--- src/phybc_pkg.sv ---
// constants and types for the basic mode control register bank
// assumes a single 250 MHz device clock shared by every user of the package
`default_nettype none

package phybc_pkg;

    ////////////////////////////////////////////////////////////////////////////
    // register map
    localparam logic [4:0]  PHYBC_ADDR_CTRL   = 5'h00;
    localparam logic [15:0] PHYBC_RESET_VALUE = 16'h0000;

    // field positions in the control word
    localparam int PHYBC_B_SOFT_RESET = 15;
    localparam int PHYBC_B_LOOPBACK   = 14;
    localparam int PHYBC_B_SPEED_100  = 13;
    localparam int PHYBC_B_ANEG_EN    = 12;
    localparam int PHYBC_B_POWER_DOWN = 11;
    localparam int PHYBC_B_ISOLATE    = 10;
    localparam int PHYBC_B_RESTART    = 9;
    localparam int PHYBC_B_DUPLEX     = 8;
    localparam int PHYBC_B_COL_TEST   = 7;

    ////////////////////////////////////////////////////////////////////////////
    // timing
    localparam int PHYBC_CLK_PERIOD_NS = 4;
    localparam int PHYBC_BIT_TIME_NS   = 10;
    localparam int PHYBC_COL_ON_BITS   = 512;
    localparam int PHYBC_COL_OFF_BITS  = 4;
    localparam int PHYBC_COL_ON_MAX    =
        (PHYBC_COL_ON_BITS * PHYBC_BIT_TIME_NS) / PHYBC_CLK_PERIOD_NS;
    localparam int PHYBC_COL_OFF_MAX   =
        (PHYBC_COL_OFF_BITS * PHYBC_BIT_TIME_NS) / PHYBC_CLK_PERIOD_NS;
    localparam int PHYBC_COL_LATENCY   = 3;
    localparam logic [1:0] PHYBC_STRAP_SETTLE = 2'h2;

    ////////////////////////////////////////////////////////////////////////////
    // types
    typedef struct packed {
        logic loopback;
        logic speed_100;
        logic aneg_en;
        logic power_down;
        logic isolate;
        logic full_duplex;
        logic col_test;
    } phybc_ctrl_t;

    localparam phybc_ctrl_t PHYBC_CTRL_RESET = '0;

    typedef enum logic [1:0] {
        PHYBC_AN_IDLE = 2'b00,
        PHYBC_AN_KICK = 2'b01,
        PHYBC_AN_WAIT = 2'b11
    } phybc_an_state_t;

endpackage

`default_nettype wire

--- src/phybc_ctrl.sv ---
// basic mode control register bank of a 10/100 transceiver
// assumes a same-clock negotiation engine and register master;
// straps and TX_EN arrive asynchronously and are synchronised here
//
// Implementation choice: the strobed register port.
`default_nettype none

// How it works
// - power down stops collision test, negotiation kicks and MII; registers stay live
// - isolate bit 10 cuts the MII side, management keeps working
// - writing restart bit 9 restarts negotiation, ignored when bit 12 is clear
// - restart bit reads one until negotiation starts, then clears itself
// - writing zero to restart never disturbs a running negotiation
// - duplex bit 8 loads from strap; forces full or half when negotiation off
// - collision test raises COL well within 512 bit times of TX_EN rising
// - collision test drops COL within 4 bit times of TX_EN falling
// - bits 6 to 0 ignore writes and read as zero
// - negotiation enable overrides forced speed and duplex bits
module phybc_ctrl
    import phybc_pkg::*;
(
    // clock and reset
    input  wire logic        CLK,
    input  wire logic        RST,
    // register port
    input  wire logic [4:0]  REG_ADDR,
    input  wire logic [15:0] REG_WDATA,
    input  wire logic        REG_WR,
    input  wire logic        REG_RD,
    output var  logic [15:0] REG_RDATA,
    // strap pins
    input  wire logic        STRAP_ANEG_EN,
    input  wire logic        STRAP_FULL_DUPLEX,
    // MAC side
    input  wire logic        TX_EN,
    output var  logic        COL,
    // negotiation engine
    output var  logic        AN_RESTART,
    input  wire logic        AN_BUSY,
    input  wire logic        AN_SPEED_100,
    input  wire logic        AN_FULL_DUPLEX,
    // operating mode
    output var  logic        POWER_DOWN,
    output var  logic        MII_ISOLATE,
    output var  logic        LOOPBACK,
    output var  logic        SPEED_100,
    output var  logic        FULL_DUPLEX
);

    ////////////////////////////////////////////////////////////////////////////
    // declarations
    phybc_ctrl_t     ctrl;
    phybc_an_state_t an_state;
    phybc_an_state_t next_an_state;
    logic            restart;
    logic            restart_set;
    logic            restart_clr;
    logic            ctrl_wr;
    logic            ctrl_rd;
    logic [15:0]     read_word;
    logic            strap_aneg_s1;
    logic            strap_aneg_s2;
    logic            strap_dup_s1;
    logic            strap_dup_s2;
    logic [1:0]      strap_cnt;
    logic            strap_load;
    logic            tx_en_s1;
    logic            tx_en_s2;

    ////////////////////////////////////////////////////////////////////////////
    // address decode
    assign ctrl_wr = REG_WR && (REG_ADDR == PHYBC_ADDR_CTRL);
    assign ctrl_rd = REG_RD && (REG_ADDR == PHYBC_ADDR_CTRL);

    ////////////////////////////////////////////////////////////////////////////
    // strap capture
    // pins are sampled after release, never loaded under reset
    always_ff @(posedge CLK)
    begin
        if (RST)
        begin
            strap_aneg_s1 <= 1'b0;
            strap_aneg_s2 <= 1'b0;
            strap_dup_s1  <= 1'b0;
            strap_dup_s2  <= 1'b0;
        end
        else
        begin
            strap_aneg_s1 <= STRAP_ANEG_EN;
            strap_aneg_s2 <= strap_aneg_s1;
            strap_dup_s1  <= STRAP_FULL_DUPLEX;
            strap_dup_s2  <= strap_dup_s1;
        end
    end

    // wait until the synchroniser holds a real pin sample
    always_ff @(posedge CLK)
    begin
        if (RST)
        begin
            strap_cnt <= 2'h0;
        end
        else if (strap_cnt != 2'h3)
        begin
            strap_cnt <= strap_cnt + 2'h1;
        end
    end

    assign strap_load = (strap_cnt == PHYBC_STRAP_SETTLE);

    ////////////////////////////////////////////////////////////////////////////
    // control fields
    // reserved bits 6:0 and bit 15 have no storage at all
    always_ff @(posedge CLK)
    begin
        if (RST)
        begin
            ctrl <= PHYBC_CTRL_RESET;
        end
        else if (strap_load)
        begin
            ctrl.aneg_en     <= strap_aneg_s2;
            ctrl.full_duplex <= strap_dup_s2;
        end
        else if (ctrl_wr)
        begin
            ctrl.loopback    <= REG_WDATA[PHYBC_B_LOOPBACK];
            ctrl.speed_100   <= REG_WDATA[PHYBC_B_SPEED_100];
            ctrl.aneg_en     <= REG_WDATA[PHYBC_B_ANEG_EN];
            ctrl.power_down  <= REG_WDATA[PHYBC_B_POWER_DOWN];
            ctrl.isolate     <= REG_WDATA[PHYBC_B_ISOLATE];
            ctrl.full_duplex <= REG_WDATA[PHYBC_B_DUPLEX];
            ctrl.col_test    <= REG_WDATA[PHYBC_B_COL_TEST];
        end
    end

    ////////////////////////////////////////////////////////////////////////////
    // restart request bit
    // the enable bit of the same word decides whether the restart counts
    assign restart_set = ctrl_wr
                         && REG_WDATA[PHYBC_B_RESTART]
                         && REG_WDATA[PHYBC_B_ANEG_EN];

    // the engine's acknowledge or a clear enable bit clears it, a written zero does not
    assign restart_clr = ((an_state == PHYBC_AN_WAIT) && AN_BUSY)
                         || !ctrl.aneg_en;

    // a new request in the acknowledge cycle survives
    always_ff @(posedge CLK)
    begin
        if (RST)
        begin
            restart <= 1'b0;
        end
        else if (restart_set)
        begin
            restart <= 1'b1;
        end
        else if (restart_clr)
        begin
            restart <= 1'b0;
        end
    end

    ////////////////////////////////////////////////////////////////////////////
    // negotiation kick sequencer
    always_comb
    begin
        next_an_state = an_state;
        case (an_state)
            PHYBC_AN_IDLE:
            begin
                if (restart && ctrl.aneg_en && !ctrl.power_down)
                begin
                    next_an_state = PHYBC_AN_KICK;
                end
            end
            PHYBC_AN_KICK:
            begin
                next_an_state = PHYBC_AN_WAIT;
            end
            PHYBC_AN_WAIT:
            begin
                if (AN_BUSY)
                begin
                    next_an_state = PHYBC_AN_IDLE;
                end
            end
            default:
            begin
                next_an_state = PHYBC_AN_IDLE;
            end
        endcase
    end

    always_ff @(posedge CLK)
    begin
        if (RST)
        begin
            an_state <= PHYBC_AN_IDLE;
        end
        else
        begin
            an_state <= next_an_state;
        end
    end

    always_ff @(posedge CLK)
    begin
        if (RST)
        begin
            AN_RESTART <= 1'b0;
        end
        else
        begin
            AN_RESTART <= (next_an_state == PHYBC_AN_KICK);
        end
    end

    ////////////////////////////////////////////////////////////////////////////
    // collision test
    always_ff @(posedge CLK)
    begin
        if (RST)
        begin
            tx_en_s1 <= 1'b0;
            tx_en_s2 <= 1'b0;
        end
        else
        begin
            tx_en_s1 <= TX_EN;
            tx_en_s2 <= tx_en_s1;
        end
    end

    // three cycles of latency sit far inside both bounds at either speed
    always_ff @(posedge CLK)
    begin
        if (RST)
        begin
            COL <= 1'b0;
        end
        else
        begin
            COL <= tx_en_s2
                   && ctrl.col_test
                   && !ctrl.power_down
                   && !ctrl.isolate;
        end
    end

    ////////////////////////////////////////////////////////////////////////////
    // operating mode
    always_ff @(posedge CLK)
    begin
        if (RST)
        begin
            POWER_DOWN  <= 1'b0;
            MII_ISOLATE <= 1'b0;
            LOOPBACK    <= 1'b0;
            SPEED_100   <= 1'b0;
            FULL_DUPLEX <= 1'b0;
        end
        else
        begin
            POWER_DOWN  <= ctrl.power_down;
            // a powered-down port is cut from the MII as well
            MII_ISOLATE <= ctrl.isolate || ctrl.power_down;
            LOOPBACK    <= ctrl.loopback;
            if (ctrl.aneg_en)
            begin
                SPEED_100   <= AN_SPEED_100;
                FULL_DUPLEX <= AN_FULL_DUPLEX;
            end
            else
            begin
                SPEED_100   <= ctrl.speed_100;
                FULL_DUPLEX <= ctrl.full_duplex;
            end
        end
    end

    ////////////////////////////////////////////////////////////////////////////
    // read back
    always_comb
    begin
        read_word                     = PHYBC_RESET_VALUE;
        read_word[PHYBC_B_LOOPBACK]   = ctrl.loopback;
        read_word[PHYBC_B_SPEED_100]  = ctrl.speed_100;
        read_word[PHYBC_B_ANEG_EN]    = ctrl.aneg_en;
        read_word[PHYBC_B_POWER_DOWN] = ctrl.power_down;
        read_word[PHYBC_B_ISOLATE]    = ctrl.isolate;
        read_word[PHYBC_B_RESTART]    = restart;
        read_word[PHYBC_B_DUPLEX]     = ctrl.full_duplex;
        read_word[PHYBC_B_COL_TEST]   = ctrl.col_test;
    end

    // unmapped addresses and idle cycles return zero
    always_ff @(posedge CLK)
    begin
        if (RST)
        begin
            REG_RDATA <= 16'h0000;
        end
        else if (ctrl_rd)
        begin
            REG_RDATA <= read_word;
        end
        else
        begin
            REG_RDATA <= 16'h0000;
        end
    end

endmodule

`default_nettype wire

--- config.mk ---
export PLATFORM = sky130hd
export DESIGN_NAME = phybc_ctrl
export DESIGN_NICKNAME = d
export VERILOG_FILES = /design/src/phybc_pkg.sv /design/src/phybc_ctrl.sv
export SDC_FILE = /design/constraint.sdc
export NUM_CORES = 1
export LEC_CHECK = 0
export BUFFER_PORTS_ARGS = -buffer_cell sky130_fd_sc_hd__buf_2
export CAP_MARGIN = 20
export CORE_ASPECT_RATIO = 1.25
export CORE_MARGIN = 2
export CORE_UTILIZATION = 45
export CTS_CLUSTER_DIAMETER = 120
export CTS_CLUSTER_SIZE = 40
export DETAILED_ROUTE_END_ITERATION = 6
export HOLD_SLACK_MARGIN = 0.05
export PLACE_DENSITY_LB_ADDON = 0.2
export SLEW_MARGIN = 30
export SYNTH_ARGS = -nofsm -noshare
export SYNTH_HDL_FRONTEND = slang
export SYNTH_SLANG_ARGS = --single-unit
--- constraint.sdc ---
create_clock -name CLK -period 1.57 [get_ports CLK]
set_input_delay 0 -clock CLK [delete_from_list [all_inputs] [get_ports CLK]]
set_output_delay 0 -clock CLK [all_outputs]
set_load 0.005 [all_outputs]
**After elaboration in Yosys (flattened, before gate mapping)**

Cells that the tools add are included.

- Add/sub/neg operators: 1
- Eq/ne operators: 5
- Mux-type cells: 10
- Bitwise operators: 2
- Reduce and logical (&&, ||, !) cells: 21

Operators with widths:

| operator | count |
|---|---|
| 1-bit logical AND | 10 |
| 1-bit two-way mux | 6 |
| 2-bit one-hot mux with 3 select lines | 1 |
| 5-bit logical NOT | 1 |
| 5-bit two-way mux | 1 |
| 2-bit by 1-bit equality test with 1-bit output (second input constant) | 2 |
| 2-bit equality test (second input constant) | 2 |
| 2-bit two-way mux | 2 |
| 2-bit nonzero test | 2 |
| 1-bit logical NOT | 3 |
| 2-bit by 1-bit adder with 2-bit output (second input constant) | 1 |
| 2-bit logical NOT | 1 |
| 1-bit logical OR | 2 |
| 2-bit != test (second input constant) | 1 |
| 1-bit NOT | 2 |
| 2-bit AND reduction | 1 |
| 2-bit OR reduction | 1 |

- Register bits after elaboration: 41
- Input bits: 31
- Output and inout port bits: 23
- Logic and storage cells: 64

**Depth between registers and ports, before layout**

- Depth in word-level cells: 5
- Gate-level depth with buffers: 5
- Mapped depth without buffers: 5

**Worst setup path after synthesis**

Ideal clock, no wire load.

- Path kind: reg2reg
- Start: reg strap_cnt[0]
- End: reg ctrl[3] (netlist bit)
- Setup time: 0.121 ns
- Arrival: 1.292 ns
- Data required time: 1.449 ns
- Slack: 0.157 ns
- Stages on the path, launching flop included: 5
- Path buffers: 0
- Clock period less this slack: 1.413 ns
- Cells stage by stage: dfxtp_1 > inv_1 > ha_1 > nor3_4 > mux2_4

- Word-level cells in the longest chain between the ends: 3

RTL lines:

| element | line | RTL |
|---|---|---|
| from (decl) | phybc_ctrl.sv:65 | `logic [1:0] strap_cnt;` |
| from (signal assigned) | phybc_ctrl.sv:105 | `strap_cnt <= strap_cnt + 2'h1;` |
| 2-bit equality test | phybc_ctrl.sv:109 | `assign strap_load = (strap_cnt == PHYBC_STRAP_SETTLE);` |
| 1-bit NOT (no line) | n/a |  |
| 2-bit AND reduction (no line) | n/a |  |
| to (decl) | phybc_ctrl.sv:52 | `phybc_ctrl_t ctrl;` |

No other way between the ends.
A chain may end at the register's enable or synchronous reset.

**Worst setup path in the final report**

- Start: reg strap_cnt[0]
- End: reg ctrl[0] (netlist bit)

The elaborated chain is that of the path after synthesis.

==> flow_summary.html <==
<table>
<tr><th>Metric</th><th>Value</th></tr>
<tr><th colspan="2">Critical path</th></tr>
<tr><td>Worst path required time</td><td>1820 ps</td></tr>
<tr><td>Critical path fanouts, max</td><td>5</td></tr>
<tr><td>Number of cells on the worst reg-to-reg path</td><td>5</td></tr>
<tr><td>Crit path arrival time</td><td>1680 ps</td></tr>
<tr><td>Peak per-stage delay on the critical path</td><td>380 ps</td></tr>
<tr><td>Cell with the largest stage delay on the worst path</td><td>sky130_fd_sc_hd__dfxtp_1</td></tr>
<tr><td>Type of the worst setup path</td><td>reg -&gt; reg</td></tr>
<tr><td>Sort of element at the end of the critical path</td><td>flip-flop</td></tr>
<tr><td>Type of element launching the critical path</td><td>flip-flop</td></tr>
<tr><td>Sequence of cells on the critical path</td><td>inv_1 -&gt; ha_1 -&gt; nor3_4 -&gt; buf_4 -&gt; mux2i_1</td></tr>
<tr><th colspan="2">Route</th></tr>
<tr><td>Router iterations before antenna repair</td><td>3</td></tr>
<tr><td>Detailed Route Iter0 Violations</td><td>19</td></tr>
<tr><td>Detailed-route DRC error count</td><td>0</td></tr>
<tr><td>Number of vias in the routed layout</td><td>887</td></tr>
<tr><td>Average vias per placed instance</td><td>4.37</td></tr>
<tr><td>Count of nets left with antenna violations after detail routing</td><td>0</td></tr>
<tr><td>Final wirelength</td><td>2.04 mm</td></tr>
<tr><td>Detailed-route wire length per cell</td><td>10.0 µm</td></tr>
<tr><th colspan="2">Global route</th></tr>
<tr><td>Antenna violations before repair</td><td>0</td></tr>
<tr><td>Via count of the first global-routing pass</td><td>~780</td></tr>
<tr><td>Largest net degree at the start of global routing</td><td>29</td></tr>
<tr><td>Total gr overflow</td><td>0</td></tr>
<tr><td>First-pass GRT wire length</td><td>3.37 mm</td></tr>
<tr><td>Total routing resource utilization after global routing</td><td>around 15%</td></tr>
<tr><th colspan="2">CTS</th></tr>
<tr><td>CTS H-tree lvls</td><td>2</td></tr>
<tr><td>Post-CTS Setup Repair Bufs</td><td>0</td></tr>
<tr><td>CTS tree</td><td>built</td></tr>
<tr><td>Number of CTS-inserted buffers</td><td>5</td></tr>
<tr><td>Clock latency at the later pin of the worst-skew pair</td><td>about 320 ps</td></tr>
<tr><td>Clk pin slew, worst setup/hold paths</td><td>approximately 90 ps</td></tr>
<tr><td>Clock sink total</td><td>33</td></tr>
<tr><td>Root buffer selected by CTS</td><td>sky130_fd_sc_hd__clkbuf_4</td></tr>
<tr><td>Longest Clk Path Bufs</td><td>2</td></tr>
<tr><th colspan="2">Pwr</th></tr>
<tr><td>Power density over cell area</td><td>990 nW/µm²</td></tr>
<tr><td>Largest vdd supply drop</td><td>606 µV</td></tr>
<tr><td>Leakage Power</td><td>between 0.7 and 0.8 nW</td></tr>
<tr><th colspan="2">Place</th></tr>
<tr><td>Port Buf Inserts</td><td>37</td></tr>
<tr><td>Routability cong.</td><td>between 0.7 and 0.8</td></tr>
<tr><td>Worst-case setup slack after placement</td><td>137 ps</td></tr>
<tr><td>Post-detail-place hpwl</td><td>~1.4 mm</td></tr>
<tr><td>Placed cell area</td><td>1400 µm²</td></tr>
<tr><th colspan="2">Cells and area</th></tr>
<tr><td>Final layout net count</td><td>201</td></tr>
<tr><td>Final std cell area, no fill</td><td>1600 µm²</td></tr>
<tr><td>Fraction of final layout cells sized beyond drive strength 1</td><td>30.2%</td></tr>
<tr><td>Synth-to-Final Area Change</td><td>32.3%</td></tr>
<tr><td>Leading cell type in the layout, fill and taps excluded</td><td>sky130_fd_sc_hd__buf_2</td></tr>
<tr><td>Most frequent cells in the layout</td><td>sky130_fd_sc_hd__buf_2, sky130_fd_sc_hd__dfxtp_1, sky130_fd_sc_hd__dlygate4sd3_1</td></tr>
<tr><td>Ant diodes</td><td>0</td></tr>
<tr><th colspan="2">Timing</th></tr>
<tr><td>Setup TNS</td><td>0 ps</td></tr>
<tr><td>Unrepaired setup endpoints after global routing</td><td>false</td></tr>
<tr><td>Achievable frequency</td><td>700 MHz</td></tr>
<tr><td>Pins Over Slew Limit</td><td>0</td></tr>
<tr><td>Number of hold violations in the final report</td><td>0</td></tr>
<tr><td>Shortest clock period the worst path allows after layout</td><td>around 1400 ps</td></tr>
<tr><td>Share of the clock period used by the worst path</td><td>91.0%</td></tr>
<tr><td>Worst clock skew</td><td>4.07 ps</td></tr>
<tr><td>Final setup violation count</td><td>0</td></tr>
<tr><td>Final setup margin</td><td>about 140 ps</td></tr>
<tr><th colspan="2">Synth</th></tr>
<tr><td>Post-synth top flop</td><td>sky130_fd_sc_hd__dfxtp_1</td></tr>
<tr><td>Library cell occupying the most area in the post-synthesis netlist</td><td>sky130_fd_sc_hd__dfxtp_1</td></tr>
<tr><td>Cell area after synthesis</td><td>1210 µm²</td></tr>
<tr><td>Number of distinct standard cells referenced by the synthesized netlist</td><td>28</td></tr>
<tr><td>Top-area cell type share of the netlist area</td><td>54.6%</td></tr>
<tr><td>Sequential area share after synthesis</td><td>54.6%</td></tr>
<tr><td>Dominant cells by area after synthesis</td><td>sky130_fd_sc_hd__dfxtp_1, sky130_fd_sc_hd__nor2b_1, sky130_fd_sc_hd__buf_4</td></tr>
<tr><td>Ys Warns</td><td>0</td></tr>
<tr><td>Avg Cell Area, Syn</td><td>between 10 and 15 µm²</td></tr>
<tr><td>Number of flops mapped to enable cells by yosys</td><td>0</td></tr>
<tr><td>Synthesis-stage register bit count</td><td>33</td></tr>
<tr><td>Synth Instances</td><td>114</td></tr>
<tr><td>Ys async rst share</td><td>0%</td></tr>
<tr><th colspan="2">Die</th></tr>
<tr><td>Area enclosed by the die boundary</td><td>roughly 3100 µm²</td></tr>
<tr><td>Initial Utilization</td><td>46.0%</td></tr>
<tr><td>Number of rows created at floorplan</td><td>21</td></tr>
<tr><td>Ports</td><td>54</td></tr>
<tr><td>Chip width</td><td>50.4 µm</td></tr>
<tr><td>Die Y</td><td>62.0 µm</td></tr>
<tr><td>Area of the placeable core</td><td>2630 µm²</td></tr>
<tr><th colspan="2">Worst hold path</th></tr>
<tr><td>Worst min-delay path class</td><td>in -&gt; reg</td></tr>
<tr><td>Hold Path Stages</td><td>2</td></tr>
<tr><th colspan="2">Job</th></tr>
<tr><td>MaxCap Viol Count</td><td>0</td></tr>
<tr><th colspan="2">Outcome</th></tr>
<tr><td>Result of the run</td><td>finished clean</td></tr>
</table>
## metrics by stage
stage | total power [W] | hold slack (ps) | instances | utilization (%)
floorplan | 0.00102 | 106 | 121 | -
global placement | 0.00106 | 206 | 182 | 53.3
detailed placement | 0.00106 | 213 | 182 | 53.3
CTS | 0.00161 | 78.9 | 203 | 60.9
global route | 0.00169 | 84.6 | 203 | 60.9
finish | 0.00158 | 95.1 | 203 | 60.9
## power breakdown
group          internal (W)  switching (W)  leakage, nW  total, W
clock network      0.000259       0.000259       0.0413  0.000518
registers          0.000872      0.0000228        0.268  0.000894
logic             0.0000959      0.0000764        0.428  0.000172
total               0.00123       0.000358        0.737   0.00158
## worst max-delay path: cells and delay by family (launching register included)
kind	cells	cell delay, ps
flops	1	380
simple gates	1	300
fa+ha+maj	1	270
buf+inv	2	250
mux	1	180
## synthesized netlist by cell type (2+ instances only)
master / count
sky130_fd_sc_hd__dfxtp_1: 33
sky130_fd_sc_hd__nor2_1: 11
sky130_fd_sc_hd__nor2b_1: 10
sky130_fd_sc_hd__and2_1: 8
sky130_fd_sc_hd__buf_4: 8
sky130_fd_sc_hd__nand2b_1: 7
sky130_fd_sc_hd__mux2i_1: 5
sky130_fd_sc_hd__inv_1: 4
sky130_fd_sc_hd__clkbuf_1: 3
sky130_fd_sc_hd__a221oi_1: 2
sky130_fd_sc_hd__a41oi_1: 2
sky130_fd_sc_hd__ha_1: 2
sky130_fd_sc_hd__mux2_4: 2
sky130_fd_sc_hd__nand2_1: 2
sky130_fd_sc_hd__o21ai_0: 2
## final timing paths
check                       startpoint                     end  slack, ps
max          strap_cnt[0]$_SDFFE_PP0P_    ctrl[0]$_SDFFE_PP0P_        140
min                                RST  MII_ISOLATE$_SDFF_PP0_        100
max reg2reg  strap_cnt[0]$_SDFFE_PP0P_    ctrl[0]$_SDFFE_PP0P_        140
min reg2reg     an_state[0]$_SDFF_PP0_   AN_RESTART$_SDFF_PP0_        430
## state kept, by name (all words and copies together), names as in the netlist
| signal | flops |
|---|---|
| AN_RESTART | 1 |
| COL | 1 |
| FULL_DUPLEX | 1 |
| LOOPBACK | 1 |
| MII_ISOLATE | 1 |
| POWER_DOWN | 1 |
| REG_RDATA | 8 |
| SPEED_100 | 1 |
| an_state | 2 |
| ctrl | 7 |
| restart | 1 |
| strap_aneg_s1 | 1 |
| strap_aneg_s2 | 1 |
| strap_cnt | 2 |
| strap_dup_s1 | 1 |
| strap_dup_s2 | 1 |
| tx_en_s1 | 1 |
| tx_en_s2 | 1 |
## layout make-up
cell class	instances	area, µm²
Clock buffer	7	65.1
Clock inverter	1	5.00
Fill cell	246	1030
Inverter	4	15.0
Multi-Input combinational cell	73	489
Sequential cell	33	661
Tap cell	34	42.5
Timing Repair Buffer	51	323
## kinds of logic after synthesis
kind of cell	after synthesis	share of synthesized area (%)
adders and majority gates	2	2.07
DFF	33	54.6
muxes	7	6.62
AOI/OAI and AO/OA	9	5.58
xor gates and xnor gates	1	0.724
other	1	0.310
and+or+nand+nor	46	23.0
buffers and inverters	15	7.14
## per-layer routing
metal	GRT usage [%]	part of all wire (%)	vias to the layer above	wire length (µm)
met2	24.8	50	25	1030
met3	6.46	6.1	5	124
met4	6.95	1.4	0	28
met1	17.1	42	391	857
li1	-	-	466	-
met5	0	0	-	0
## timing repair
action	4_1_cts	5_1_grt
gates resized for setup	0	0
endpoints found under the hold margin	13	0
hold buffers	13	0
Note: power is estimated with default switching activity, not from simulation.
